File: src/common/tmcr_pkg.sv
// Constants, field layout and decode helpers for the terminal mode configuration register.
// Assumes a single 40 MHz core clock shared by the host port and the protocol engines.
//
// What this block does
// (RULE1) Bit 15 selects enhanced controller operation.
// (RULE2) Bit 14 clear: host waits message end.
// (RULE3) Bit 13 moves stack advance by four to end.
// (RULE4) Bit 12 enables global receive ring buffer.
// (RULE5) Bits 11-9: zero off, else 128..8192 words.
// (RULE6) Bit 8 drops queue entries for bad messages.
// (RULE7) Bit 7 drops queue entries for good messages.
// (RULE8) Bit 6 enables the interrupt status queue.
// (RULE9) Bit 5 clear: address and parity from pins.
// (RULE10) Bit 5 set: address from other register bits.
// (RULE11) Bit 4: combined monitor stores every word.
// (RULE12) Bit 2 expands register space; keep zero.
// (RULE13) Bits 1-0 declare input clock frequency.
// (RULE14) All bits reset zero, read back written.
`default_nettype none

package tmcr_pkg;

   // ****************************************
   // Register map and reset
   // ****************************************
   localparam logic [5:0]  TMCR_OFFSET = 6'h18;
   localparam logic [15:0] TMCR_RESET  = 16'h0000;

   // ****************************************
   // Timing
   // ****************************************
   localparam int CLK_PERIOD_NS = 25;
   // Whole message sequence the slow host path may wait for
   localparam int MSG_SEQ_NS    = 3600;
   localparam int MSG_WAIT_CYC  = MSG_SEQ_NS / CLK_PERIOD_NS;
   // Shortened wait with fast host access
   localparam int FAST_WAIT_NS  = 100;
   localparam int FAST_WAIT_CYC = FAST_WAIT_NS / CLK_PERIOD_NS;
   localparam logic [15:0] STACK_STEP = 16'h0004;

   // ****************************************
   // Field layout, bit 15 first
   // ****************************************
   typedef struct packed {
      logic       enhanced_controller_enable;
      logic       fast_host_access;
      logic       stack_advance_at_end;
      logic       global_ring_enable;
      logic [2:0] global_ring_size;
      logic       skip_queue_on_bad_msg;
      logic       skip_queue_on_good_msg;
      logic       irq_queue_enable;
      logic       term_addr_source;
      logic       monitor_store_all;
      logic       reserved;
      logic       extended_reg_space;
      logic [1:0] clock_freq_select;
   } tmcr_cfg_t;

   typedef enum logic [1:0] {TMCR_IDLE, TMCR_WAIT} tmcr_state_t;

   // Ring size in words, zero when the size code is zero
   function automatic logic [13:0] tmcr_ring_words(input logic [2:0] code);
      tmcr_ring_words = (code == 3'h0) ? 14'h0000 : 14'(14'h0040 << code);
   endfunction

   // Declared input clock in MHz
   function automatic logic [5:0] tmcr_clk_mhz(input logic [1:0] sel);
      case (sel)
         2'h0:    tmcr_clk_mhz = 6'h32;
         2'h1:    tmcr_clk_mhz = 6'h10;
         2'h2:    tmcr_clk_mhz = 6'h14;
         default: tmcr_clk_mhz = 6'h28;
      endcase
   endfunction

endpackage

`default_nettype wire

File: src/hw/tmcr_core.sv
// Terminal mode configuration register and the small pieces of logic it steers directly.
// Assumes host strobes and protocol events are synchronous to core_clk_in; address pins are not.
`default_nettype none

module tmcr_core
   import tmcr_pkg::*;
(
   input  wire logic        core_clk_in,
   input  wire logic        rst_in,
   input  wire logic        host_wr_in,
   input  wire logic        host_rd_in,
   input  wire logic [5:0]  host_addr_in,
   input  wire logic [15:0] host_wdata_in,
   input  wire logic        host_req_in,
   input  wire logic        msg_active_in,
   input  wire logic        message_begin_in,
   input  wire logic        message_end_in,
   input  wire logic        term_mode_in,
   input  wire logic        combo_mode_in,
   input  wire logic        msg_irq_in,
   input  wire logic        msg_valid_in,
   input  wire logic [4:0]  term_addr_pins_in,
   input  wire logic        term_addr_parity_pin_in,
   input  wire logic [5:0]  alt_addr_in,
   input  wire logic        word_strobe_in,
   input  wire logic        word_is_status_in,
   output var  logic [15:0] host_rdata_out,
   output var  logic        host_rvalid_out,
   output var  logic        host_grant_out,
   output var  tmcr_cfg_t   cfg_out,
   output var  logic        queue_write_out,
   output var  logic [15:0] stack_ptr_out,
   output var  logic [4:0]  term_addr_out,
   output var  logic        term_addr_parity_out,
   output var  logic        store_word_out,
   output var  logic        ring_active_out,
   output var  logic [13:0] ring_words_out,
   output var  logic [5:0]  clk_mhz_out
);

   // ****************************************
   // Register file
   // ****************************************
   tmcr_cfg_t   next_cfg;
   logic [15:0] next_rdata;
   logic        next_rvalid;
   logic        hit;

   // Single register at one address; unmapped reads return zero
   always_comb
   begin
      hit         = (host_addr_in == TMCR_OFFSET);
      next_cfg    = cfg_out;
      next_rdata  = 16'h0000;
      next_rvalid = host_rd_in;
      if (host_wr_in && hit)
      begin
         next_cfg = tmcr_cfg_t'(host_wdata_in); // RULE1 RULE12 RULE14
      end
      if (host_rd_in && hit)
      begin
         next_rdata = 16'(cfg_out); // RULE14
      end
   end

   always_ff @(posedge core_clk_in)
   begin
      if (rst_in)
      begin
         cfg_out         <= tmcr_cfg_t'(TMCR_RESET); // RULE14
         host_rdata_out  <= 16'h0000;
         host_rvalid_out <= 1'b0;
      end
      else
      begin
         cfg_out         <= next_cfg;
         host_rdata_out  <= next_rdata;
         host_rvalid_out <= next_rvalid;
      end
   end

   // ****************************************
   // Decoded fields
   // ****************************************
   logic        next_ring_active;
   logic [13:0] next_ring_words;
   logic [5:0]  next_clk_mhz;

   // Size code zero turns the ring off even with the enable set
   always_comb
   begin
      next_ring_words  = tmcr_ring_words(cfg_out.global_ring_size); // RULE5
      next_ring_active = cfg_out.global_ring_enable && (cfg_out.global_ring_size != 3'h0); // RULE4
      next_clk_mhz     = tmcr_clk_mhz(cfg_out.clock_freq_select); // RULE13
   end

   always_ff @(posedge core_clk_in)
   begin
      if (rst_in)
      begin
         ring_words_out  <= 14'h0000;
         ring_active_out <= 1'b0;
         clk_mhz_out     <= 6'h00;
      end
      else
      begin
         ring_words_out  <= next_ring_words;
         ring_active_out <= next_ring_active;
         clk_mhz_out     <= next_clk_mhz;
      end
   end

   // ****************************************
   // Host access arbitration
   // ****************************************
   tmcr_state_t state;
   tmcr_state_t next_state;
   logic [7:0]  wait_cnt;
   logic [7:0]  next_wait_cnt;
   logic        next_grant;
   logic        wait_done;

   // Slow path waits out the message, capped at one full sequence so a stuck
   // message flag cannot starve the host forever
   always_comb
   begin
      next_state    = state;
      next_wait_cnt = wait_cnt;
      next_grant    = 1'b0;
      wait_done     = !msg_active_in
                      || (cfg_out.fast_host_access && (wait_cnt >= 8'(FAST_WAIT_CYC - 1))) // RULE2
                      || (wait_cnt >= 8'(MSG_WAIT_CYC - 1)); // RULE2
      case (state)
         TMCR_IDLE:
         begin
            if (host_req_in && !msg_active_in)
            begin
               next_grant = 1'b1;
            end
            else if (host_req_in)
            begin
               next_state    = TMCR_WAIT;
               next_wait_cnt = 8'h00;
            end
         end
         TMCR_WAIT:
         begin
            next_wait_cnt = wait_cnt + 8'h01;
            if (wait_done)
            begin
               next_grant = 1'b1;
               next_state = TMCR_IDLE;
            end
         end
         default:
         begin
            next_state = TMCR_IDLE;
         end
      endcase
   end

   always_ff @(posedge core_clk_in)
   begin
      if (rst_in)
      begin
         state          <= TMCR_IDLE;
         wait_cnt       <= 8'h00;
         host_grant_out <= 1'b0;
      end
      else
      begin
         state          <= next_state;
         wait_cnt       <= next_wait_cnt;
         host_grant_out <= next_grant;
      end
   end

   // ****************************************
   // Stack pointer, queue gating, monitor storage
   // ****************************************
   logic [15:0] next_stack_ptr;
   logic        next_queue_write;
   logic        next_store_word;
   logic        stack_event;

   always_comb
   begin
      stack_event      = cfg_out.stack_advance_at_end ? message_end_in : message_begin_in; // RULE3
      next_stack_ptr   = stack_ptr_out;
      if (term_mode_in && stack_event)
      begin
         next_stack_ptr = stack_ptr_out + STACK_STEP; // RULE3
      end
      next_queue_write = cfg_out.irq_queue_enable && msg_irq_in // RULE8
                         && !(msg_valid_in && cfg_out.skip_queue_on_good_msg) // RULE7
                         && !(!msg_valid_in && cfg_out.skip_queue_on_bad_msg); // RULE6
      // Outside combined mode the monitor engine decides on its own
      next_store_word  = word_strobe_in
                         && (!combo_mode_in || !word_is_status_in || cfg_out.monitor_store_all); // RULE11
   end

   always_ff @(posedge core_clk_in)
   begin
      if (rst_in)
      begin
         stack_ptr_out   <= 16'h0000;
         queue_write_out <= 1'b0;
         store_word_out  <= 1'b0;
      end
      else
      begin
         stack_ptr_out   <= next_stack_ptr;
         queue_write_out <= next_queue_write;
         store_word_out  <= next_store_word;
      end
   end

   // ****************************************
   // Terminal address source
   // ****************************************
   logic [5:0] pin_s1;
   logic [5:0] pin_s2;
   logic [5:0] pin_s3;
   logic [5:0] pin_stable;
   logic [5:0] next_pin_stable;
   logic [5:0] next_addr;

   // Pins are strapped asynchronously; a change counts once two stages agree
   always_comb
   begin
      next_pin_stable = (pin_s2 == pin_s3) ? pin_s3 : pin_stable;
      next_addr       = cfg_out.term_addr_source ? alt_addr_in : next_pin_stable; // RULE9 RULE10
   end

   always_ff @(posedge core_clk_in)
   begin
      if (rst_in)
      begin
         pin_s1               <= 6'h00;
         pin_s2               <= 6'h00;
         pin_s3               <= 6'h00;
         pin_stable           <= 6'h00;
         term_addr_out        <= 5'h00;
         term_addr_parity_out <= 1'b0;
      end
      else
      begin
         pin_s1               <= {term_addr_pins_in, term_addr_parity_pin_in};
         pin_s2               <= pin_s1;
         pin_s3               <= pin_s2;
         pin_stable           <= next_pin_stable;
         term_addr_out        <= next_addr[5:1];
         term_addr_parity_out <= next_addr[0];
      end
   end
endmodule

`default_nettype wire

File: config.mk
export PLATFORM = sky130hd
export DESIGN_NAME = tmcr_core
export DESIGN_NICKNAME = d
export VERILOG_FILES = /design/src/common/tmcr_pkg.sv /design/src/hw/tmcr_core.sv
export SDC_FILE = /design/constraint.sdc
export NUM_CORES = 1
export LEC_CHECK = 0
export ABC_AREA = 0
export BUFFER_PORTS_ARGS = -buffer_cell sky130_fd_sc_hd__buf_2
export CAP_MARGIN = 20
export CORE_MARGIN = 5
export CORE_UTILIZATION = 30
export CTS_CLUSTER_SIZE = 8
export DETAILED_ROUTE_END_ITERATION = 10
export GPL_TIMING_DRIVEN = 0
export SYNTH_ARGS = -nofsm -noshare
export SYNTH_HDL_FRONTEND = slang
export SYNTH_SLANG_ARGS = --single-unit
File: constraint.sdc
create_clock -name core_clk_in -period 2 [get_ports core_clk_in]
set_input_delay 0.4 -clock core_clk_in [delete_from_list [all_inputs] [get_ports core_clk_in]]
set_output_delay 0.4 -clock core_clk_in [all_outputs]
set_load 0.05 [all_outputs]
* After elaboration in Yosys (flattened, before gate mapping)
Index checks and enable logic that the tools add are counted.
Storage, ports and cells: output and inout bits 79, input bits 48, logic and storage cells 89, register bits after elaboration 113
Cells by class: multiplexer cells 14, reductions and logical operators 31, add/sub/neg operators 2, shifts and indexed selects 1, magnitude comparators 2, equal/unequal tests 8, bitwise logic cells 1
Operators by type and width (count):
- one-hot mux 6 bit (3 select lines) | 1
- adder 16 x 3 -> 16 bit (second input constant) | 1
- 2-to-1 mux 8 bit | 2
- one-hot mux 8 bit (2 select lines) | 1
- << shifter 7 x 3 -> 14 bit (first input constant) | 1
- logical AND 1 bit | 12
- 2-to-1 mux 6 bit | 2
- adder 8 x 1 -> 8 bit (second input constant) | 1
- >= comparator 8 x 2 -> 1 bit (second input constant) | 1
- >= comparator 8 bit (second input constant) | 1
- equality test 6 x 5 -> 1 bit (second input constant) | 1
- equality test 6 bit | 1
- zero test 1 bit | 6
- 2-to-1 mux 2 bit | 3
- inequality test 2 bit (second input constant) | 3
- AND reduction 3 bit | 2
- equality test 2 x 1 -> 1 bit (second input constant) | 2
- zero test 2 bit | 2
- logical OR 1 bit | 4
- one-hot mux 2 bit (2 select lines) | 1
- OR reduction 2 bit | 2
- zero test 3 bit | 1
- 2-to-1 mux 1 bit | 3
- nonzero test 3 bit | 1
- other kinds (4) | 4

* Longest topological paths before layout
Gate-level depths: netlist of the first run.
depth after elaboration 6, depth in mapped cells 5, gate-level depth less buffers 5

* Least setup slack after synthesis of the first run
Ideal clock, no wire load.
path kind register to register, start reg stack_ptr_out[6], end reg stack_ptr_out[13], arrival 1718 ps, required time 1930 ps, period minus slack after synthesis 1788 ps, setup slack 212 ps, stages on the path, launching flop included 4, setup time 70 ps, buffers on the path 0, cell sequence dfxtp_1 -> nand4_1 -> or4_1 -> a21oi_1
Between the ends: cells in the longest elaborated chain, start to end 1
RTL lines:
- from (decl) | RTL line tmcr_core.sv:32 | output var logic [15:0] stack_ptr_out,
- from (signal assigned) | RTL line tmcr_core.sv:212 | stack_ptr_out <= next_stack_ptr;
- adder 16 x 3 -> 16 bit | RTL line tmcr_core.sv:192 | next_stack_ptr = stack_ptr_out + STACK_STEP;
Every way passes these cells. A chain may end at the register's enable or synchronous reset.

* Worst setup path in the final report of the first run
start in host_addr_in[1], end reg host_rdata_out[13]
Between the ends: cells in the longest elaborated chain, start to end 4
RTL lines:
- from (decl) | RTL line tmcr_core.sv:12 | input wire logic [5:0] host_addr_in,
- equality test 6 x 5 -> 1 bit | RTL line tmcr_core.sv:52 | hit = (host_addr_in == TMCR_OFFSET);
- logical AND 1 bit | RTL line tmcr_core.sv:60 | if (host_rd_in && hit)
- inverter 1 bit (no line)
- OR reduction 2 bit (no line)
- to (signal assigned) | RTL line tmcr_core.sv:77 | host_rdata_out <= next_rdata;
- to (decl) | RTL line tmcr_core.sv:27 | output var logic [15:0] host_rdata_out,
Every way passes these cells.

==> impl_metrics.yaml, run 1 <==
status:
  status: "finished, final reports clean"
floorplan:
  rows: 40
  start_util: 0.308
  core_area_sq_um: 12100
  ios: 127
  die_h_um: 122
  fp.dieW_um: 122
  dieArea_sq_um: 14800
pwr:
  powerDensity_nw_per_um2: 873
  leakagePower_nw: 2.31
  peakVddDrop_mv: 0.376
sta:
  worstMarginPinSlew_ns: 0.691
  finalHoldViolations: 0
  finalSetupViolations: 0
  tns_ns: 0
  rsz0062_at_grt: "false"
  period_share: 0.878
  clock.fmax_ghz: 0.569
  slew_violations: 0
  fin_skew_ns: 0.00777
  finalCriticalPeriod_ns: 1.76
  slew_headroom: 0.539
routing:
  drt_iter0_drc: 111
  wl_per_cell_um: 13.2
  vias: 2948
  first_pass_iters: 4
  wl_um: 8920
  vias_per_cell: 4.37
  antenna_left: 0
  drcViolationCount: 0
synthesis:
  synth-compound-area-share: 0.0754
  synth_edf_count: 0
  yosysMostFrequentCell: "dfxtp_1"
  synthCells: 365
  synth_common_cells: "dfxtp_1 (103), nor2_1 (44), nor2b_1 (21)"
  yosys.area_share.simple: 0.214
  async_flop_share: 0
  synthMuxAreaShare: 0.0526
  synth_top_family_by_area: "simple AND/OR/NAND/NOR gates"
  ys_ff_latch: 103
  netlist_area_sq_um: 3730
  ys_warn_count: 0
  ys_seq_area_frac: 0.552
  synthFlopType: "dfxtp_1"
  yosysTopAreaCellShare: 0.552
  synth_area_per_cell_sq_um: 10.2
  synthAdderAreaFrac: 0.0168
  yosys-top-cells-area: "dfxtp_1 (55%), mux2i_1 (4.6%), nor2_1 (4.4%), nor2b_1 (3.5%), xor2_1 (3.5%)"
  synth_xor_area_frac: 0.0469
  ys_types: 43
  yosys.area.top_type: "dfxtp_1"
global_route:
  first_global_vias: 2764
  antenna_found_initial: 0
  grt_max_degree: 17
  grt_use_met1: 0.156
  met2_usage: 0.192
  grt-ovfl-total: 0
  gr-usage-met3: 0.0279
  grt.busiest_layer: "met2"
  grt_pass1_wl_um: 13900
  grt_use_total: 0.121
setup_path:
  cpMaxStageDelayCell: "nor4b_1"
  worstPathMaxFanout: 10
  crit_cells: 5
  worstPathArrival_ns: 2.04
  crit_required_ns: 2.28
  r2r_cells: 5
  crit_family: "simple AND/OR/NAND/NOR gates"
  cp-start-kind: "primary input"
  cp_num_buf_inv: 2
  worstPathCellList: "buf_2 > nor4b_1 > and3_1 > clkbuf_1 > and2_2"
  worst-setup-path-type: "in -> reg"
  endpoint_kind: "register"
  max_stage_delay_ns: 0.58
layout:
  final_util: 0.403
  area_growth_syn_to_layout_pct: 30.8
  nNetsFinal: 555
  layout-drive-gt1-share: 0.312
  nFillCells: 1251
  n_antenna_cell: 0
clocking:
  holdBufCountCts: 0
  clk_pin_slew_ns: 0.07
  cts_max_level: 3
  clockRootBuffer: "clkbuf_16"
  cts_buffers: 9
  insertion_delay_ns: 0.33
  cts_tree: "done"
  cts_resized: 0
  cts_buffer_depth: 2
  cts_sinks: 103
  post_cts_buffers: 0
min_path:
  hold_path_depth: 2
  min_path_type: "in -> reg"
placement:
  numPortBuffers: 117
  place_congestion: 0.792
  dp_hpwl_um: 6680
flow_run:
  cap_violations: 0
## area by class of cell
cell class	instances	area, sq um	area share
tap	168	210	0.0430
clock buffer	11	243	0.0497
timing repair buffer	117	586	0.120
buffer	23	129	0.0264
sequential	103	2060	0.422
inverter	6	22.5	0.00461
clock inverter	5	78.8	0.0161
multi-input combinational	242	1550	0.318
## final timing paths
path | from | to | slack [ns]
setup reg to reg | wait_cnt[0] | state[0] | 0.38
hold / removal | term_addr_parity_pin_in | pin_s1[0] | 0.27
hold reg to reg | pin_s1[2] | pin_s2[2] | 0.44
setup / recovery | host_addr_in[1] | host_rdata_out[13] | 0.24
## report_power, final
group,total (mW),internal [mW],switching (mW)
logic,0.300,0.100,0.200
clock network,1.86,1.13,0.733
registers,2.10,2.08,0.0178
total,4.27,3.32,0.950
## routing by layer
layer | up-vias | wire length [um]
li1 | 1497 | -
met1 | 1339 | 4190
met2 | 101 | 4030
met3 | 11 | 546
met4 | 0 | 155
met5 | - | 0
## layout by cell type (no fill, tap or decap), drive strengths merged, types with 2 or more instances in the layout
cell and count:
clkbuf 21, o31ai 3, nand4 8, clkinv 2, nor3 8, o21ai 5
mux2i 17, or4 4, nor2 44, bufinv 2, a22oi 2, a21bo 6
nand2 10, nor4 3, nand2b 3, a21oi 15, dfxtp 103, nor3b 2
ha 5, mux2 2, and4 2, xnor2 5, and3 2, xor2 15
inv 7, buf 130, conb 10, and2 20, nor2b 21, or3 4
a311oi 7, nand3 14
## metrics by stage
step	instance area (sq um)	hold WS (ns)	std cells	total power, mW	setup slack [ns]
3_3_place_gp	4560	0.418	659	2.45	-0.121
2_1_floorplan	3770	0.414	374	2.34	0.212
3_5_place_dp	4560	0.425	659	2.45	-0.159
4_1_cts	4880	0.250	675	4.34	0.204
6_report	4880	0.269	675	4.27	0.243
5_1_grt	4880	0.263	675	4.45	0.123
## cells by family after synthesis
| logic type | Yosys count |
|---|---|
| other cells | 1 |
| flops | 103 |
| mux | 19 |
| xor+xnor | 20 |
| compound gates | 41 |
| fa+ha+maj | 5 |
| buf+inv | 29 |
| simple gates | 147 |
## sequential cells by signal (all words and copies together) (netlist names)
register              cells
wait_cnt                  8
term_addr_out             5
pin_s1                    6
ring_active_out           1
clk_mhz_out               5
state                     1
host_rdata_out           16
stack_ptr_out            14
host_rvalid_out           1
host_grant_out            1
cfg_out                  16
term_addr_parity_out      1
ring_words_out            8
pin_s2                    6
pin_stable                6
store_word_out            1
pin_s3                    6
queue_write_out           1
## worst reg2reg max path: stages (launching register included)
cell and delay, ns:
dfxtp_1 0.35, ha_1 0.24, or4_1 0.40, o21ai_0 0.22, nand3_1 0.10, a211oi_1 0.22
No activity file was read; power rests on OpenSTA's default activity.
==> run 2, diff against run 1 <==
--- a/config.mk
+++ b/config.mk
@@ -13,6 +13,7 @@
 export CTS_CLUSTER_SIZE = 8
 export DETAILED_ROUTE_END_ITERATION = 10
 export GPL_TIMING_DRIVEN = 0
+export REMOVE_ABC_BUFFERS = 1
 export SYNTH_ARGS = -nofsm -noshare
 export SYNTH_HDL_FRONTEND = slang
 export SYNTH_SLANG_ARGS = --single-unit
==> run 2 against run 1 <==
Clock power barely moved. Sequential cell count stayed put. Non-clock buffer count decreased by 22. Clock-buffer cell count increased by 2. Die area unchanged. First-iteration DRC count is 30% higher. Via count decreased by 3.5%. Cell count decreased by 3.3%. Sequential power barely moved. Worst setup slack better by 0.0074 ns. Power shrank 1.5%.
==> impl_metrics.yaml, run 2 (synthesis results as in run 1) <==
clocking:
  cts_buffers: 9
  post_cts_buffers: 0
  holdBufCountCts: 0
  cts_tree: "done"
  cts_sinks: 103
  clockRootBuffer: "clkbuf_16"
  clk_pin_slew_ns: 0.06
  cts_buffer_depth: 2
  insertion_delay_ns: 0.34
  cts_max_level: 3
layout:
  final_common_cell: "buf_2"
  nNetsFinal: 533
  layout-drive-gt1-share: 0.297
  seq_area_sq_um: 2060
  nFillCells: 1237
  final_cell_mix: "buf_2 (117), dfxtp_1 (103), nor2_1 (44), nor2b_1 (21), and2_1 (19)"
  area_growth_syn_to_layout_pct: 27.8
  largestRegisters: "cfg_out: 16 flops, host_rdata_out: 16 flops, stack_ptr_out: 14 flops"
  fin_cells: 653
  n_antenna_cell: 0
  multi_input_area_sq_um: 1560
sta:
  finalHoldViolations: 0
  hold_slack_ns: 0.271
  finalCriticalPeriod_ns: 1.75
  period_share: 0.875
  slew_headroom: 0.505
  fin_skew_ns: 0.00484
  rsz0062_at_grt: "false"
  tns_ns: 0
  clock.fmax_ghz: 0.572
  finalSetupViolations: 0
  slew_violations: 0
  worstMarginPinSlew_ns: 0.740
pwr:
  internal_power_mw: 3.27
  leakagePower_nw: 2.23
  powerDensity_nw_per_um2: 881
  p_comb_frac: 0.064
  seqPwrFrac: 0.501
  clockPowerShare: 0.436
  peakVddDrop_mv: 0.346
  p_sw_frac: 0.222
  switching_power_uw: 934
setup_path:
  crit_required_ns: 2.24
  endpoint_kind: "register"
  worstPathArrival_ns: 1.99
  r2r_cells: 4
  r2r_slack_ns: 0.28
  cp-start-kind: "primary input"
  worst-setup-path-type: "in -> reg"
  r2r_start: "pin_s2[2]"
  worstReg2RegEnd: "term_addr_out[2]"
  worstPathMaxFanout: 40
routing:
  wl_met3_um: 542
  wl_per_cell_um: 12.3
  antenna_left: 0
  vias: 2845
  vias_per_cell: 4.36
  routed.top_layer: "met4"
  first_pass_iters: 4
  wl_met1_um: 3430
  drcViolationCount: 0
  wl_met2_um: 3840
  drt_iter0_drc: 144
  wl_um: 8030
global_route:
  antenna_found_initial: 0
  grt_max_degree: 41
  grt_use_total: 0.112
  grt_pass1_wl_um: 13200
  first_global_vias: 2850
  grt-ovfl-total: 0
placement:
  place_congestion: 0.782
  numPortBuffers: 117
  dp.cells: 637
  dp_hpwl_um: 5910
floorplan:
  ios: 127
  fp.dieW_um: 122
  rows: 40
  core_area_sq_um: 12100
  dieArea_sq_um: 14800
  die_h_um: 122
  start_util: 0.308
min_path:
  whs_endpoint: "pin_s1[0]"
  hold_path_depth: 2
  worstHoldStart: "term_addr_parity_pin_in"
  min_path_type: "in -> reg"
flow_run:
  cap_violations: 0
status:
  status: "finished, final reports clean"
run 2: worst max path at each step:
stage	end	slack, ns	from
floorplan	stack_ptr_out[13]	0.21	stack_ptr_out[6]
global placement	host_rdata_out[13]	-0.43	rst_in
detailed placement	host_rdata_out[13]	-0.19	rst_in
CTS	host_rdata_out[13]	0.19	rst_in
global route	host_rdata_out[13]	0.11	rst_in
finish	host_rdata_out[13]	0.25	rst_in
run 2: layer usage:
metal	up-vias	global-route usage
met5	-	0
met4	0	0.0672
met3	14	0.0302
met2	77	0.187
met1	1303	0.127
li1	1451	-
run 2: power by group through the flow:
stage / registers, mW / logic [mW] / clock network (mW)
final: 2.10 / 0.267 / 1.83
after global routing: 2.11 / 0.290 / 1.98
after CTS: 2.10 / 0.269 / 1.90
after detailed placement: 2.15 / 0.265 / 0
after global placement: 2.15 / 0.257 / 0
after floorplan: 2.20 / 0.110 / 0
run 2: layout make-up:
class	count	area share
clock inverters	3	0.0142
flip-flops and latches	103	0.432
multi-input cells	242	0.328
well taps	168	0.0441
clock buffers	13	0.0504
inverters	6	0.00472
repair buffers	118	0.127
run 2: worst max-delay path: stages:
cell and delay (ns):
buf_2 0.53, buf_12 0.28, nor2b_1 0.08, and3_1 0.38
and2_2 0.29
run 2: repair_timing:
action                                  in CTS  in global routing
endpoints found under the setup margin       1                  0
hold endpoints to repair                     0                  0
resized for setup                            1                  0
run 2: through the flow:
step | power (mW) | setup WS [ns] | util | cell area (sq um)
after floorplan | 2.31 | 0.212 | - | 3640
after global placement | 2.41 | -0.428 | 0.366 | 4430
after detailed placement | 2.42 | -0.192 | 0.368 | 4450
after CTS | 4.28 | 0.193 | 0.394 | 4770
after global routing | 4.38 | 0.107 | 0.394 | 4770
final | 4.20 | 0.251 | 0.394 | 4770
